**src/gpio_remap_defines.svh**
```systemverilog
`ifndef GPIO_REMAP_DEFINES_SVH
`define GPIO_REMAP_DEFINES_SVH
// base register word offsets, aliases at +4 clear, +8 set, +c invert
`define OFS_DIR 12'h000
`define OFS_ANSEL 12'h010
`define OFS_LATCH 12'h020
`define OFS_PORT 12'h030
`define OFS_CNEN 12'h040
`define OFS_CNSTAT 12'h050
`define OFS_PULLUP 12'h060
`define OFS_PULLDN 12'h070
`define OFS_CNCON 12'h080
`define OFS_LOCK 12'h090
`define OFS_SEL_BASE 12'h100
// field positions
`define CNCON_ON_BIT 15
`define LOCK_BIT 0
`define SEL_MSB 3
// reset values (dir and ansel per bit, replicated over the port; sel per selector; one-way single)
`define RST_DIR_BIT 1'b1
`define RST_ANSEL_BIT 1'b1
`define RST_SEL 4'ha
`define RST_ONE_WAY 1'b1
// selector code to pin map: {present, pin[3:0]} for codes 15..0
`define RP_MAP_DEFAULT {5'h00, 5'h00, 5'h1d, 5'h1c, 5'h1b, 5'h00, 5'h19, 5'h18, \
  5'h17, 5'h16, 5'h15, 5'h00, 5'h13, 5'h12, 5'h11, 5'h10}
`endif

```
**src/gpio_remap_pkg.sv**
```systemverilog
package gpio_remap_pkg;
  // operation selected by address bits 3:2 of a base register
  typedef enum logic [1:0] {
    OP_WRITE = 2'h0,
    OP_CLEAR = 2'h1,
    OP_SET = 2'h2,
    OP_INVERT = 2'h3
  } alias_op_t;
  // selector code type
  typedef logic [3:0] sel_code_t;
endpackage

```
**src/change_detect.sv**
```systemverilog
`timescale 1ns/1ps
module change_detect #(
  parameter int NPIN = 16
) (
  input wire logic mclk,
  input wire logic rst,
  input wire logic enable,
  input wire logic [NPIN-1:0] pin_now,
  input wire logic ack,
  output logic [NPIN-1:0] status
);
  // reference level, previous sample, sticky status
  typedef struct packed {
    logic [NPIN-1:0] ref_lvl;
    logic [NPIN-1:0] prev;
    logic [NPIN-1:0] stat;
  } cd_state_t;
  cd_state_t s_reg, s_next;

  // refuse an empty port
  if (NPIN < 1) begin : g_chk
    $error("change_detect: NPIN must be at least 1");
  end

  // a port read re-arms the reference; a change in that cycle still sets
  always_comb begin
    s_next = s_reg;
    s_next.prev = pin_now;
    if (ack) begin
      s_next.ref_lvl = pin_now;
      s_next.stat = enable ? (pin_now ^ s_reg.prev) : '0;
    end else if (enable) begin
      s_next.stat = s_reg.stat | (pin_now ^ s_reg.ref_lvl);
    end else begin
      // while detection is off the reference follows the pins, so switching on flags nothing stale
      s_next.ref_lvl = pin_now;
    end
  end

  // register the state
  always_ff @(posedge mclk) begin
    if (rst) begin
      s_reg <= '0;
    end else begin
      s_reg <= s_next;
    end
  end

  assign status = s_reg.stat;
endmodule // change_detect

```
**src/remap_in_mux.sv**
```systemverilog
`timescale 1ns/1ps
`include "gpio_remap_defines.svh"
module remap_in_mux #(
  parameter int NIN = 39,
  parameter int NPIN = 16,
  parameter logic [79:0] RP_MAP = `RP_MAP_DEFAULT,
  parameter logic [NIN-1:0] IDLE = '1
) (
  input wire logic mclk,
  input wire logic rst,
  input wire logic we,
  input wire logic [5:0] widx,
  input wire gpio_remap_pkg::sel_code_t wcode,
  input wire logic locked,
  input wire logic [NPIN-1:0] pad_in,
  input wire logic [NPIN-1:0] pin_analog,
  output logic [NIN*4-1:0] sel_flat,
  output logic [NIN-1:0] periph_in
);
  import gpio_remap_pkg::*;
  // selector store and registered peripheral inputs
  typedef struct packed {
    logic [NIN-1:0][3:0] sel;
    logic [NIN-1:0] pin_q;
  } rm_state_t;
  rm_state_t s_reg, s_next;

  // selector index must fit six bits and pin index four
  if (NIN < 1 || NIN > 64 || NPIN < 1 || NPIN > 16) begin : g_chk
    $error("remap_in_mux: NIN or NPIN out of range");
  end

  // decode a selector code to {present, pin index}
  function automatic logic [4:0] pick(input sel_code_t code);
    pick = RP_MAP[code*5 +: 5];
  endfunction

  // one selector per peripheral input
  always_comb begin
    s_next = s_reg;
    for (int i = 0; i < NIN; i++) begin
      logic [4:0] m;
      m = pick(s_reg.sel[i]);
      // absent pins and analog pins leave the input idle
      if (m[4] && !pin_analog[m[3:0]]) begin
        s_next.pin_q[i] = pad_in[m[3:0]];
      end else begin
        s_next.pin_q[i] = IDLE[i];
      end
    end
    // locked writes complete but change nothing
    if (we && !locked && 32'(widx) < NIN) begin
      s_next.sel[widx] = wcode;
    end
  end

  // register the state; selectors start unassigned
  always_ff @(posedge mclk) begin
    if (rst) begin
      s_reg.sel <= {NIN{`RST_SEL}};
      s_reg.pin_q <= IDLE;
    end else begin
      s_reg <= s_next;
    end
  end

  assign sel_flat = s_reg.sel;
  assign periph_in = s_reg.pin_q;
endmodule // remap_in_mux

```
**src/gpio_remap_port.sv**
```systemverilog
// The plain strobed port and the placing of the registers were chosen for this implementation.
`timescale 1ns/1ps
`include "gpio_remap_defines.svh"
module gpio_remap_port #(
  parameter int NPIN = 16,
  parameter int NIN = 39,
  parameter logic [79:0] RP_MAP = `RP_MAP_DEFAULT,
  parameter logic [NIN-1:0] IN_IDLE = '1
) (
  input wire logic mclk,
  input wire logic rst,
  // register port
  input wire logic [11:0] addr,
  input wire logic [31:0] wdata,
  input wire logic wr_en,
  input wire logic rd_en,
  output logic [31:0] rdata,
  // pad side
  input wire logic [NPIN-1:0] pad_in,
  output logic [NPIN-1:0] pad_out,
  output logic [NPIN-1:0] pad_oe_n,
  output logic [NPIN-1:0] pad_pu_en,
  output logic [NPIN-1:0] pad_pd_en,
  output logic [NPIN-1:0] analog_conn,
  // fixed-pin peripherals driving their default pins
  input wire logic [NPIN-1:0] fixed_drive_en,
  input wire logic [NPIN-1:0] fixed_drive_val,
  // remapped peripheral outputs from the output map
  input wire logic [NPIN-1:0] rp_drive_en,
  input wire logic [NPIN-1:0] rp_drive_val,
  // remapped peripheral inputs, one per selector
  output logic [NIN-1:0] periph_in,
  // configuration strap and events
  input wire logic lock_one_way_strap,
  output logic change_irq,
  output logic remap_locked
);
  import gpio_remap_pkg::*;

  // all register and pin state of the port apart from the selectors, registered peripheral inputs and change status
  typedef struct packed {
    logic [NPIN-1:0] dir;       // 1 = input
    logic [NPIN-1:0] ansel;     // 1 = analog
    logic [NPIN-1:0] lat;       // output latch
    logic [NPIN-1:0] cnen;      // change enables
    logic [NPIN-1:0] pu;        // pull-up enables
    logic [NPIN-1:0] pd;        // pull-down enables
    logic cn_on;                // change detection on
    logic lock;                 // remap lock
    logic one_way;              // captured strap
    logic strap_done;           // strap already taken
    logic [31:0] rd;            // read data
    logic [NPIN-1:0] pout;      // pad level
    logic [NPIN-1:0] poe_n;     // pad enable, low drives
    logic [NPIN-1:0] ppu;       // pad pull-up
    logic [NPIN-1:0] ppd;       // pad pull-down
    logic [NPIN-1:0] pana;      // analog path
    logic irq;                  // change interrupt
  } port_state_t;
  port_state_t s_reg, s_next;

  // submodule results
  logic [NPIN-1:0] cn_status;
  logic [NIN*4-1:0] sel_flat;
  // decoded access
  alias_op_t op;
  logic [7:0] base_idx;
  logic sel_hit;
  logic [5:0] sel_idx;
  logic port_ack;
  logic [NPIN-1:0] port_view;

  // only sixteen-bit-or-less ports fit the register words
  if (NPIN < 1 || NPIN > 16 || NIN < 1 || NIN > 64) begin : g_chk
    $error("gpio_remap_port: NPIN or NIN out of range");
  end

  // apply a plain write or an alias to a base value
  function automatic logic [NPIN-1:0] apply_op(
    input logic [NPIN-1:0] cur,
    input logic [NPIN-1:0] w,
    input alias_op_t o
  );
    unique case (o)
      OP_WRITE: apply_op = w;
      OP_CLEAR: apply_op = cur & ~w;
      OP_SET: apply_op = cur | w;
      OP_INVERT: apply_op = cur ^ w;
    endcase
  endfunction

  // does the access hit a given base register
  function automatic logic hit(input logic [11:0] a, input logic [11:0] ofs);
    hit = (a[11:4] == ofs[11:4]);
  endfunction

  // address decode shared by reads and writes
  always_comb begin
    op = alias_op_t'(addr[3:2]);
    base_idx = addr[11:4];
    // only the implemented selector words count; higher addresses are unmapped
    sel_hit = (addr >= `OFS_SEL_BASE) && ((addr - `OFS_SEL_BASE) < 12'(4 * NIN));
    sel_idx = 6'((addr - `OFS_SEL_BASE) >> 2);
  end

  // port view: analog inputs read as zero
  assign port_view = pad_in & ~(s_reg.ansel & s_reg.dir);
  // a plain read of the port re-arms change status
  assign port_ack = rd_en && hit(addr, `OFS_PORT) && op == OP_WRITE;

  // change status per pin
  change_detect #(
    .NPIN(NPIN)
  ) u_change (
    .mclk(mclk),
    .rst(rst),
    .enable(s_reg.cn_on),
    .pin_now(pad_in),
    .ack(port_ack),
    .status(cn_status)
  );

  // peripheral input selection
  remap_in_mux #(
    .NIN(NIN),
    .NPIN(NPIN),
    .RP_MAP(RP_MAP),
    .IDLE(IN_IDLE)
  ) u_remap (
    .mclk(mclk),
    .rst(rst),
    .we(wr_en && sel_hit),
    .widx(sel_idx),
    .wcode(wdata[`SEL_MSB:0]),
    .locked(s_reg.lock),
    .pad_in(pad_in),
    .pin_analog(s_reg.ansel),
    .sel_flat(sel_flat),
    .periph_in(periph_in)
  );

  // next state of registers, read data and pads
  always_comb begin
    logic [NPIN-1:0] w;
    logic [NPIN-1:0] rp_act;
    logic [NPIN-1:0] fx_act;
    logic [NPIN-1:0] lk;
    w = wdata[NPIN-1:0];
    rp_act = '0;
    fx_act = '0;
    lk = '0;
    s_next = s_reg;

    // take the one-way strap once after reset
    if (!s_reg.strap_done) begin
      s_next.one_way = lock_one_way_strap;
      s_next.strap_done = 1'b1;
    end

    // register writes, each base with its aliases
    if (wr_en && !sel_hit) begin
      unique case (base_idx)
        `OFS_DIR >> 4: s_next.dir = apply_op(s_reg.dir, w, op);
        `OFS_ANSEL >> 4: s_next.ansel = apply_op(s_reg.ansel, w, op);
        // port writes land in the latch
        `OFS_LATCH >> 4, `OFS_PORT >> 4: s_next.lat = apply_op(s_reg.lat, w, op);
        `OFS_CNEN >> 4: s_next.cnen = apply_op(s_reg.cnen, w, op);
        `OFS_PULLUP >> 4: s_next.pu = apply_op(s_reg.pu, w, op);
        `OFS_PULLDN >> 4: s_next.pd = apply_op(s_reg.pd, w, op);
        `OFS_CNCON >> 4: begin
          lk = apply_op({NPIN{s_reg.cn_on}}, {NPIN{wdata[`CNCON_ON_BIT]}}, op);
          s_next.cn_on = lk[0];
        end
        `OFS_LOCK >> 4: begin
          lk = apply_op({NPIN{s_reg.lock}}, {NPIN{wdata[`LOCK_BIT]}}, op);
          // one-way lock cannot be released once set
          s_next.lock = lk[0] | (s_reg.lock & s_reg.one_way);
        end
        // status register is read only; others unmapped
        default: begin
        end
      endcase
    end

    // read data, alias reads give zero
    s_next.rd = '0;
    if (rd_en) begin
      if (sel_hit) begin
        if (32'(sel_idx) < NIN && addr[1:0] == 2'h0) begin
          s_next.rd = {28'h0, sel_flat[sel_idx*4 +: 4]};
        end
      end else if (op == OP_WRITE) begin
        unique case (base_idx)
          `OFS_DIR >> 4: s_next.rd[NPIN-1:0] = s_reg.dir;
          `OFS_ANSEL >> 4: s_next.rd[NPIN-1:0] = s_reg.ansel;
          `OFS_LATCH >> 4: s_next.rd[NPIN-1:0] = s_reg.lat;
          // pads reflect a new drive one cycle after the write
          `OFS_PORT >> 4: s_next.rd[NPIN-1:0] = port_view;
          `OFS_CNEN >> 4: s_next.rd[NPIN-1:0] = s_reg.cnen;
          `OFS_CNSTAT >> 4: s_next.rd[NPIN-1:0] = cn_status;
          `OFS_PULLUP >> 4: s_next.rd[NPIN-1:0] = s_reg.pu;
          `OFS_PULLDN >> 4: s_next.rd[NPIN-1:0] = s_reg.pd;
          `OFS_CNCON >> 4: s_next.rd[`CNCON_ON_BIT] = s_reg.cn_on;
          `OFS_LOCK >> 4: s_next.rd[`LOCK_BIT] = s_reg.lock;
          // unmapped reads give zero
          default: begin
          end
        endcase
      end
    end

    // pad ownership: analog, then remapped, then fixed, then latch
    rp_act = rp_drive_en & ~s_reg.ansel;
    fx_act = fixed_drive_en & ~s_reg.ansel & ~rp_act;
    for (int i = 0; i < NPIN; i++) begin
      if (s_reg.ansel[i]) begin
        // analog pin set as output still drives its latch
        s_next.pout[i] = s_reg.lat[i];
        s_next.poe_n[i] = s_reg.dir[i];
      end else if (rp_act[i]) begin
        s_next.pout[i] = rp_drive_val[i];
        s_next.poe_n[i] = 1'b0;
      end else if (fx_act[i]) begin
        s_next.pout[i] = fixed_drive_val[i];
        s_next.poe_n[i] = 1'b0;
      end else begin
        s_next.pout[i] = s_reg.lat[i];
        s_next.poe_n[i] = s_reg.dir[i];
      end
    end
    // pulls follow their enables; keeping them off on outputs is software's job
    s_next.ppu = s_reg.pu;
    s_next.ppd = s_reg.pd;
    s_next.pana = s_reg.ansel;

    // change interrupt from enabled pins, logic stays on the always-on clock
    s_next.irq = s_reg.cn_on && |(cn_status & s_reg.cnen);
  end

  // register the whole state
  always_ff @(posedge mclk) begin
    if (rst) begin
      s_reg <= '0;
      s_reg.dir <= {NPIN{`RST_DIR_BIT}};
      s_reg.ansel <= {NPIN{`RST_ANSEL_BIT}};
      s_reg.one_way <= `RST_ONE_WAY;
      s_reg.poe_n <= {NPIN{`RST_DIR_BIT}};
      s_reg.pana <= {NPIN{`RST_ANSEL_BIT}};
    end else begin
      s_reg <= s_next;
    end
  end

  // outputs straight from the state register
  assign rdata = s_reg.rd;
  assign pad_out = s_reg.pout;
  assign pad_oe_n = s_reg.poe_n;
  assign pad_pu_en = s_reg.ppu;
  assign pad_pd_en = s_reg.ppd;
  assign analog_conn = s_reg.pana;
  assign change_irq = s_reg.irq;
  assign remap_locked = s_reg.lock;
endmodule // gpio_remap_port

```
**config.mk**
```make
export PLATFORM = sky130hd
export DESIGN_NAME = gpio_remap_port
export DESIGN_NICKNAME = d
export VERILOG_FILES = /design/src/gpio_remap_pkg.sv /design/src/change_detect.sv /design/src/remap_in_mux.sv /design/src/gpio_remap_port.sv
export VERILOG_INCLUDE_DIRS = /design/src
export SDC_FILE = /design/constraint.sdc
export NUM_CORES = 2
export LEC_CHECK = 0
export ABC_AREA = 1
export ABC_CLOCK_PERIOD_IN_PS = 2100
export BUFFER_PORTS_ARGS = -buffer_cell sky130_fd_sc_hd__buf_2
export CAP_MARGIN = 15
export CORE_MARGIN = 2
export CORE_UTILIZATION = 29
export CTS_CLUSTER_SIZE = 14
export DETAILED_ROUTE_END_ITERATION = 10
export GPL_ROUTABILITY_DRIVEN = 0
export PLACE_DENSITY = 0.47
export RECOVER_POWER = 25
export SETUP_SLACK_MARGIN = 0.5
export SLEW_MARGIN = 0
export SYNTH_ARGS = -nofsm -noshare
export SYNTH_HDL_FRONTEND = slang
export SYNTH_SLANG_ARGS = --single-unit
```
**constraint.sdc**
```tcl
create_clock -name mclk -period 2.1 [get_ports mclk]
set_input_delay 0.315 -clock mclk [delete_from_list [all_inputs] [get_ports mclk]]
set_output_delay 0.315 -clock mclk [all_outputs]
set_load 0.03 [all_outputs]
```
==> Word-level counts from Yosys, hierarchy flattened <==
Index checks and enable logic that the tools add are counted.
{ "totals": {"register_bits": 456, "inputBits": 129, "out_inout_bits": 153, "word_cells": 739} }
{ "classes": {"addsub": 1, "multipliers": 39, "magnitude_cmp": 44, "n_eq_ne": 13, "shift": 40, "n_mux": 276, "bitwise": 82, "reduce_logical": 145} }
{ "op_table": {"columns": ["cell", "count"], "rows": [
  ["$shiftx 80x8->5 const A", 39],
  ["$pmux 16 s4", 6],
  ["$bmux 1 s4", 78],
  ["$mul 4x3->7 const B", 39],
  ["$lt 4x5->1 const B", 39],
  ["$and 16x16->16", 12],
  ["$mux 1", 176],
  ["$bwmux 156", 1],
  ["$shiftx 156x9->4", 1],
  ["$xor 16x16->16", 8],
  ["$mux 16", 7],
  ["$or 16x16->16", 7],
  ["$pmux 14 s8", 1],
  ["$reduce_or 2->1", 41],
  ["$not 16->16", 4],
  ["$logic_and 1x1->1", 49],
  ["$not 1->1", 43],
  ["$logic_not 1->1", 41],
  ["$eq 8x3->1 const B", 4],
  ["$demux 4 s6", 1],
  ["$pmux 1 s9", 2],
  ["$eq 8x2->1 const B", 2],
  ["$eq 8x4->1 const B", 2],
  ["$reduce_and 2->1", 8],
  ["20 further kinds", 29]
]} }

==> Logic depth before layout (Yosys ltp) <==
{ "depth": {"depth_word": 8, "mapped_depth": 14, "ltp_nobuf": 11} }

==> Hierarchy <==
Synthesis repeated with hierarchy kept, for this count alone.
{ "unflattened": {"hier_cells": 5300, "area_unflattened_um2": 32830.2} }
{ "modules_own_cells": {"columns": ["module", "n_inst", "cells_each", "area_per_inst_um2", "seq_area_each_um2"], "rows": [
  ["remap_in_mux", 1, 2844, 15855.2, 3903.7],
  ["gpio_remap_port", 1, 2136, 14721.6, 3943.8],
  ["change_detect", 1, 320, 2253.4, 960.9]
]} }

==> Worst setup path before layout <==
No wires, ideal clock.
{ "synth_path": {"kind": "in2reg", "start": "input port wdata[1]", "end": "register s_reg (netlist bit s_next[2])", "setup_time_ns": 0.115, "arrival_ns": 1.740, "required_ns": 1.985, "slack_ns": 0.246, "path_stages": 6, "n_path_buf": 1, "cell_sequence": "inv_1 > clkbuf_1 > ha_1 > a221oi_1 > nand4_1 > o21a_1"} }
{ "synth_between": {"elab_chain_cells": 3, "elab_cells_between_ends": 5, "cone_classes": "mux (1); bitwise (4)"} }
{ "synth_rtl": {"columns": ["element", "line_no", "source"], "rows": [
  ["start, declared", "gpio_remap_port.sv:14", "input wire logic [31:0] wdata,"],
  ["$not 16->16", "gpio_remap_port.sv:86", "OP_CLEAR: apply_op = cur & ~w;"],
  ["$and 16x16->16", "gpio_remap_port.sv:86", null],
  ["$pmux 16 s4 *", "gpio_remap_port.sv:84", "unique case (o)"],
  ["end signal, assigned", "gpio_remap_port.sv:250", "s_reg <= s_next;"],
  ["end, declared", "gpio_remap_port.sv:60", "port_state_t s_reg, s_next;"]
]} }
Every way passes the cells marked *; elsewhere a longest branch is shown, timed or not.
A chain may end at the register's enable or synchronous reset.

==> Final worst setup path <==
{ "layout_path": {"start": "input port addr[9]", "end": "register s_reg[166] (netlist bit)"} }
{ "layout_between": {"elab_chain_cells": 6, "elab_cells_between_ends": 10, "cone_classes": "add/sub (1); order compare (2); eq/ne (2); reduce/logical (5)"} }
{ "layout_rtl": {"columns": ["element", "line_no", "source"], "rows": [
  ["start, declared", "gpio_remap_port.sv:13", "input wire logic [11:0] addr,"],
  ["$sub 12x9->12 (no line)", null, null],
  ["$lt 12x8->1", "gpio_remap_port.sv:102", "sel_hit = (addr >= `OFS_SEL_BASE) && ((addr - `OFS_SEL_BASE) < 12'(4 * NIN));"],
  ["$logic_and 1x1->1", "gpio_remap_port.sv:102", null],
  ["$logic_not 1->1", "gpio_remap_port.sv:161", "if (wr_en && !sel_hit) begin"],
  ["$logic_and 1x1->1", "gpio_remap_port.sv:161", null],
  ["$reduce_and 2->1 (no line) *", null, null]
]} }
Marks and branches as above.

==> impl_metrics.ini <==
[sta]
fin_crit_sh_pct = 82.7
finalMaxSlewViolations = 0
tightest_slew_ns = 1.20
setup_viol = 0
finClkSkew_ns = 0.0213
period_minus_slack_ns = 1.74
hold_ws_ns = 0.0153
rsz0062_at_grt = true
relSlewSlack_pct = 20.1
finalHoldViolCount = 0
fmax_mhz = 576
finalWorstSetupSlack_ns = 0.363

[finish]
seq_area_um2 = 8920
drive_above_1_share_pct = 16.6
multi_input_area_um2 = 19900
syn_to_final_growth_pct = 25.6
stdcell_count = 6787
fin_util_pct = 36.7
largest_reg_flops = 156
fill_cells = 11500
nets = 5655

[cts]
numCtsBuffers = 58
cts_num_sinks = 440
clock_path_buffers = 3
cts_tree = yes
cts_root_buf = clkbuf_16
htreeDepth = 2
clk_latency_ns = 0.66
clkTransAtPathRegs_ns = 0.06

[power]
finalPower_mw = 20.8
power.density_nw_per_um2 = 529
ir_drop_mv = 0.640
leakage_nw = 17.4

[yosys]
syn_area_per_cell_um2 = 6.22
synth.cell_area_um2 = 31300
yosysWarnings = 0
ys.flop_type = dfxtp_1
synth_edf_count = 0
async_reset_ff_share_pct = 0
postSynthCellCount = 5040
ys_ff_latch = 440
ys_types = 44
yosysSeqAreaShare_pct = 28.1

[placed_design]
dp.cells = 6565
io_buffers = 249
dpl_worst_slack_ns = -0.140
hpwl_um = 95700

[min_path]
hp-class = in2reg
hold_start = rp_drive_val[13]

[global_routing]
grt_max_degree = 63
overflow = 0
grt_pass1_vias = 31800
grt_usage_pct = 24.2
grt_pass1_wl_um = 204000
antenna_found_initial = 16

[die]
core_um2 = 107000
pin_count = 282
die_x_um = 333
start_util_pct = 29.3
dieHeight_um = 333
num_rows = 120
die_area_um2 = 111000

[critical_path]
worstPathArrival_ns = 2.33
path_max_fanout = 18
cp-end-kind = register
cp.required_ns = 2.69
rr_startpoint = remap_locked
crit_start = addr[9]
critPathKind = in2reg
r2r_setup_slack_ns = 0.38
start_kind = primary input

[route]
remaining_drc_errors = 0
avgRoutedWirePerCell_um = 21.0
drt_first_pass_iters = 6
antenna_left = 0
drtIter0Drc = 3062
via_per_inst = 5.15
totalWireLength_um = 142000
routed-via-count = 34900

[flow_run]
maxCapViolCount = 0

[run_status]
outcome = complete, no violations
==> path summary, 6_finish.rpt <==
path                            cells after the start              endpoint
worst max register to register                      8  u_remap.sel_flat[86]
worst max-delay path                               10            s_reg[166]
worst min register to register                      1            s_reg[114]
worst min-delay path                                3           pad_out[13]
==> layout make-up <==
type                    count  area share (%)
well taps                1403            4.46
inverters                 414            4.04
diodes                      5          0.0318
flip-flops and latches    440            22.7
repair buffers            590            13.1
multi-input cells        3826            50.6
clock buffers              79            4.22
clock inverters            30           0.824
==> repair_timing <==
action | CTS | global route
gates cloned | 10 | 8
resized for setup | 79 | 257
pin swaps | 4 | 14
endpoints found under the setup margin | 58 | 123
buffers inserted | 16 | 14
hold buffers | 61 | 0
hold endpoints to repair | 34 | 0
==> power by group <==
group | total [mW] | switching, mW | internal [mW]
Combinational | 1.85 | 1.23 | 0.614
Clock | 10.6 | 4.41 | 6.16
Sequential | 8.40 | 0.0269 | 8.38
==> cell families (layout without fill, tap and decap cells) <==
kind of cell	after synthesis	count (layout)	synth area share, %
other	1	21	0.0120
adders and majority gates	196	196	7.83
DFF	440	440	28.1
buffers and inverters	789	1113	11.1
xor gates and xnor gates	24	24	0.671
muxes	1	1	0.0359
and+or+nand+nor	2471	2471	31.8
AOI/OAI and AO/OA	1118	1118	20.4
==> stage by stage <==
stage               instance area (um2)  TNS [ns]
detailed placement                35000     -1.36
finish                            39300         0
floorplan                         31400         0
CTS                               38300         0
global route                      39300         0
global placement                  35000     -1.29
==> routing by layer <==
metal  routed length, um  GRT usage, %  share of wire [%]
met3               10100          4.12                7.1
met2               63200          39.2                 44
met5                  73             0              0.051
met4                6890          10.2                4.8
met1               62000          31.6                 44
==> synthesized netlist by cell type, types with 32 or more instances <==
library cell | number | area, um2
dfxtp_1 | 440 | 8810
o2111ai_1 | 73 | 639
buf_2 | 42 | 210
ha_1 | 196 | 2450
nor3_1 | 68 | 340
nor2_1 | 262 | 983
o211ai_1 | 110 | 826
inv_1 | 400 | 1500
nand3_1 | 307 | 1540
a21oi_1 | 287 | 1440
a211oi_1 | 32 | 240
buf_4 | 117 | 878
o21ai_0 | 532 | 2660
nand4_1 | 46 | 288
clkbuf_1 | 181 | 679
o22ai_1 | 61 | 382
nand2_1 | 1754 | 6580
==> worst max-delay path, stage by stage <==
cell and delay [ns]:
buf_2 0.09, nor2_1 0.04, nand2_1 0.26, clkbuf_1 0.28
nor2_4 0.07, buf_4 0.17, o211ai_1 0.35, clkbuf_2 0.44
o21ai_0 0.17, a21oi_1 0.14
==> placed cells by master (no fill, tap or decap), drive strengths merged, types with 2 or more instances in the layout <==
| master | count |
|---|---|
| nand4 | 47 |
| nor2 | 267 |
| o211ai | 111 |
| nor4 | 3 |
| bufbuf | 3 |
| a221oi | 5 |
| ha | 196 |
| bufinv | 5 |
| clkinv | 22 |
| nand2 | 1774 |
| conb | 16 |
| a31oi | 2 |
| o221ai | 6 |
| xnor2 | 8 |
| o21a | 3 |
| clkbuf | 94 |
| clkinvlp | 13 |
| a21oi | 287 |
| nand3 | 311 |
| buf | 512 |
| nor3 | 68 |
| dfxtp | 440 |
| a211oi | 32 |
| a22oi | 2 |
| o21ai | 533 |
| o22ai | 61 |
| inv | 404 |
| xor2 | 16 |
| dlygate4sd3 | 60 |
| o2111ai | 73 |
| diode | 5 |
(Power assumes the default switching activity.)
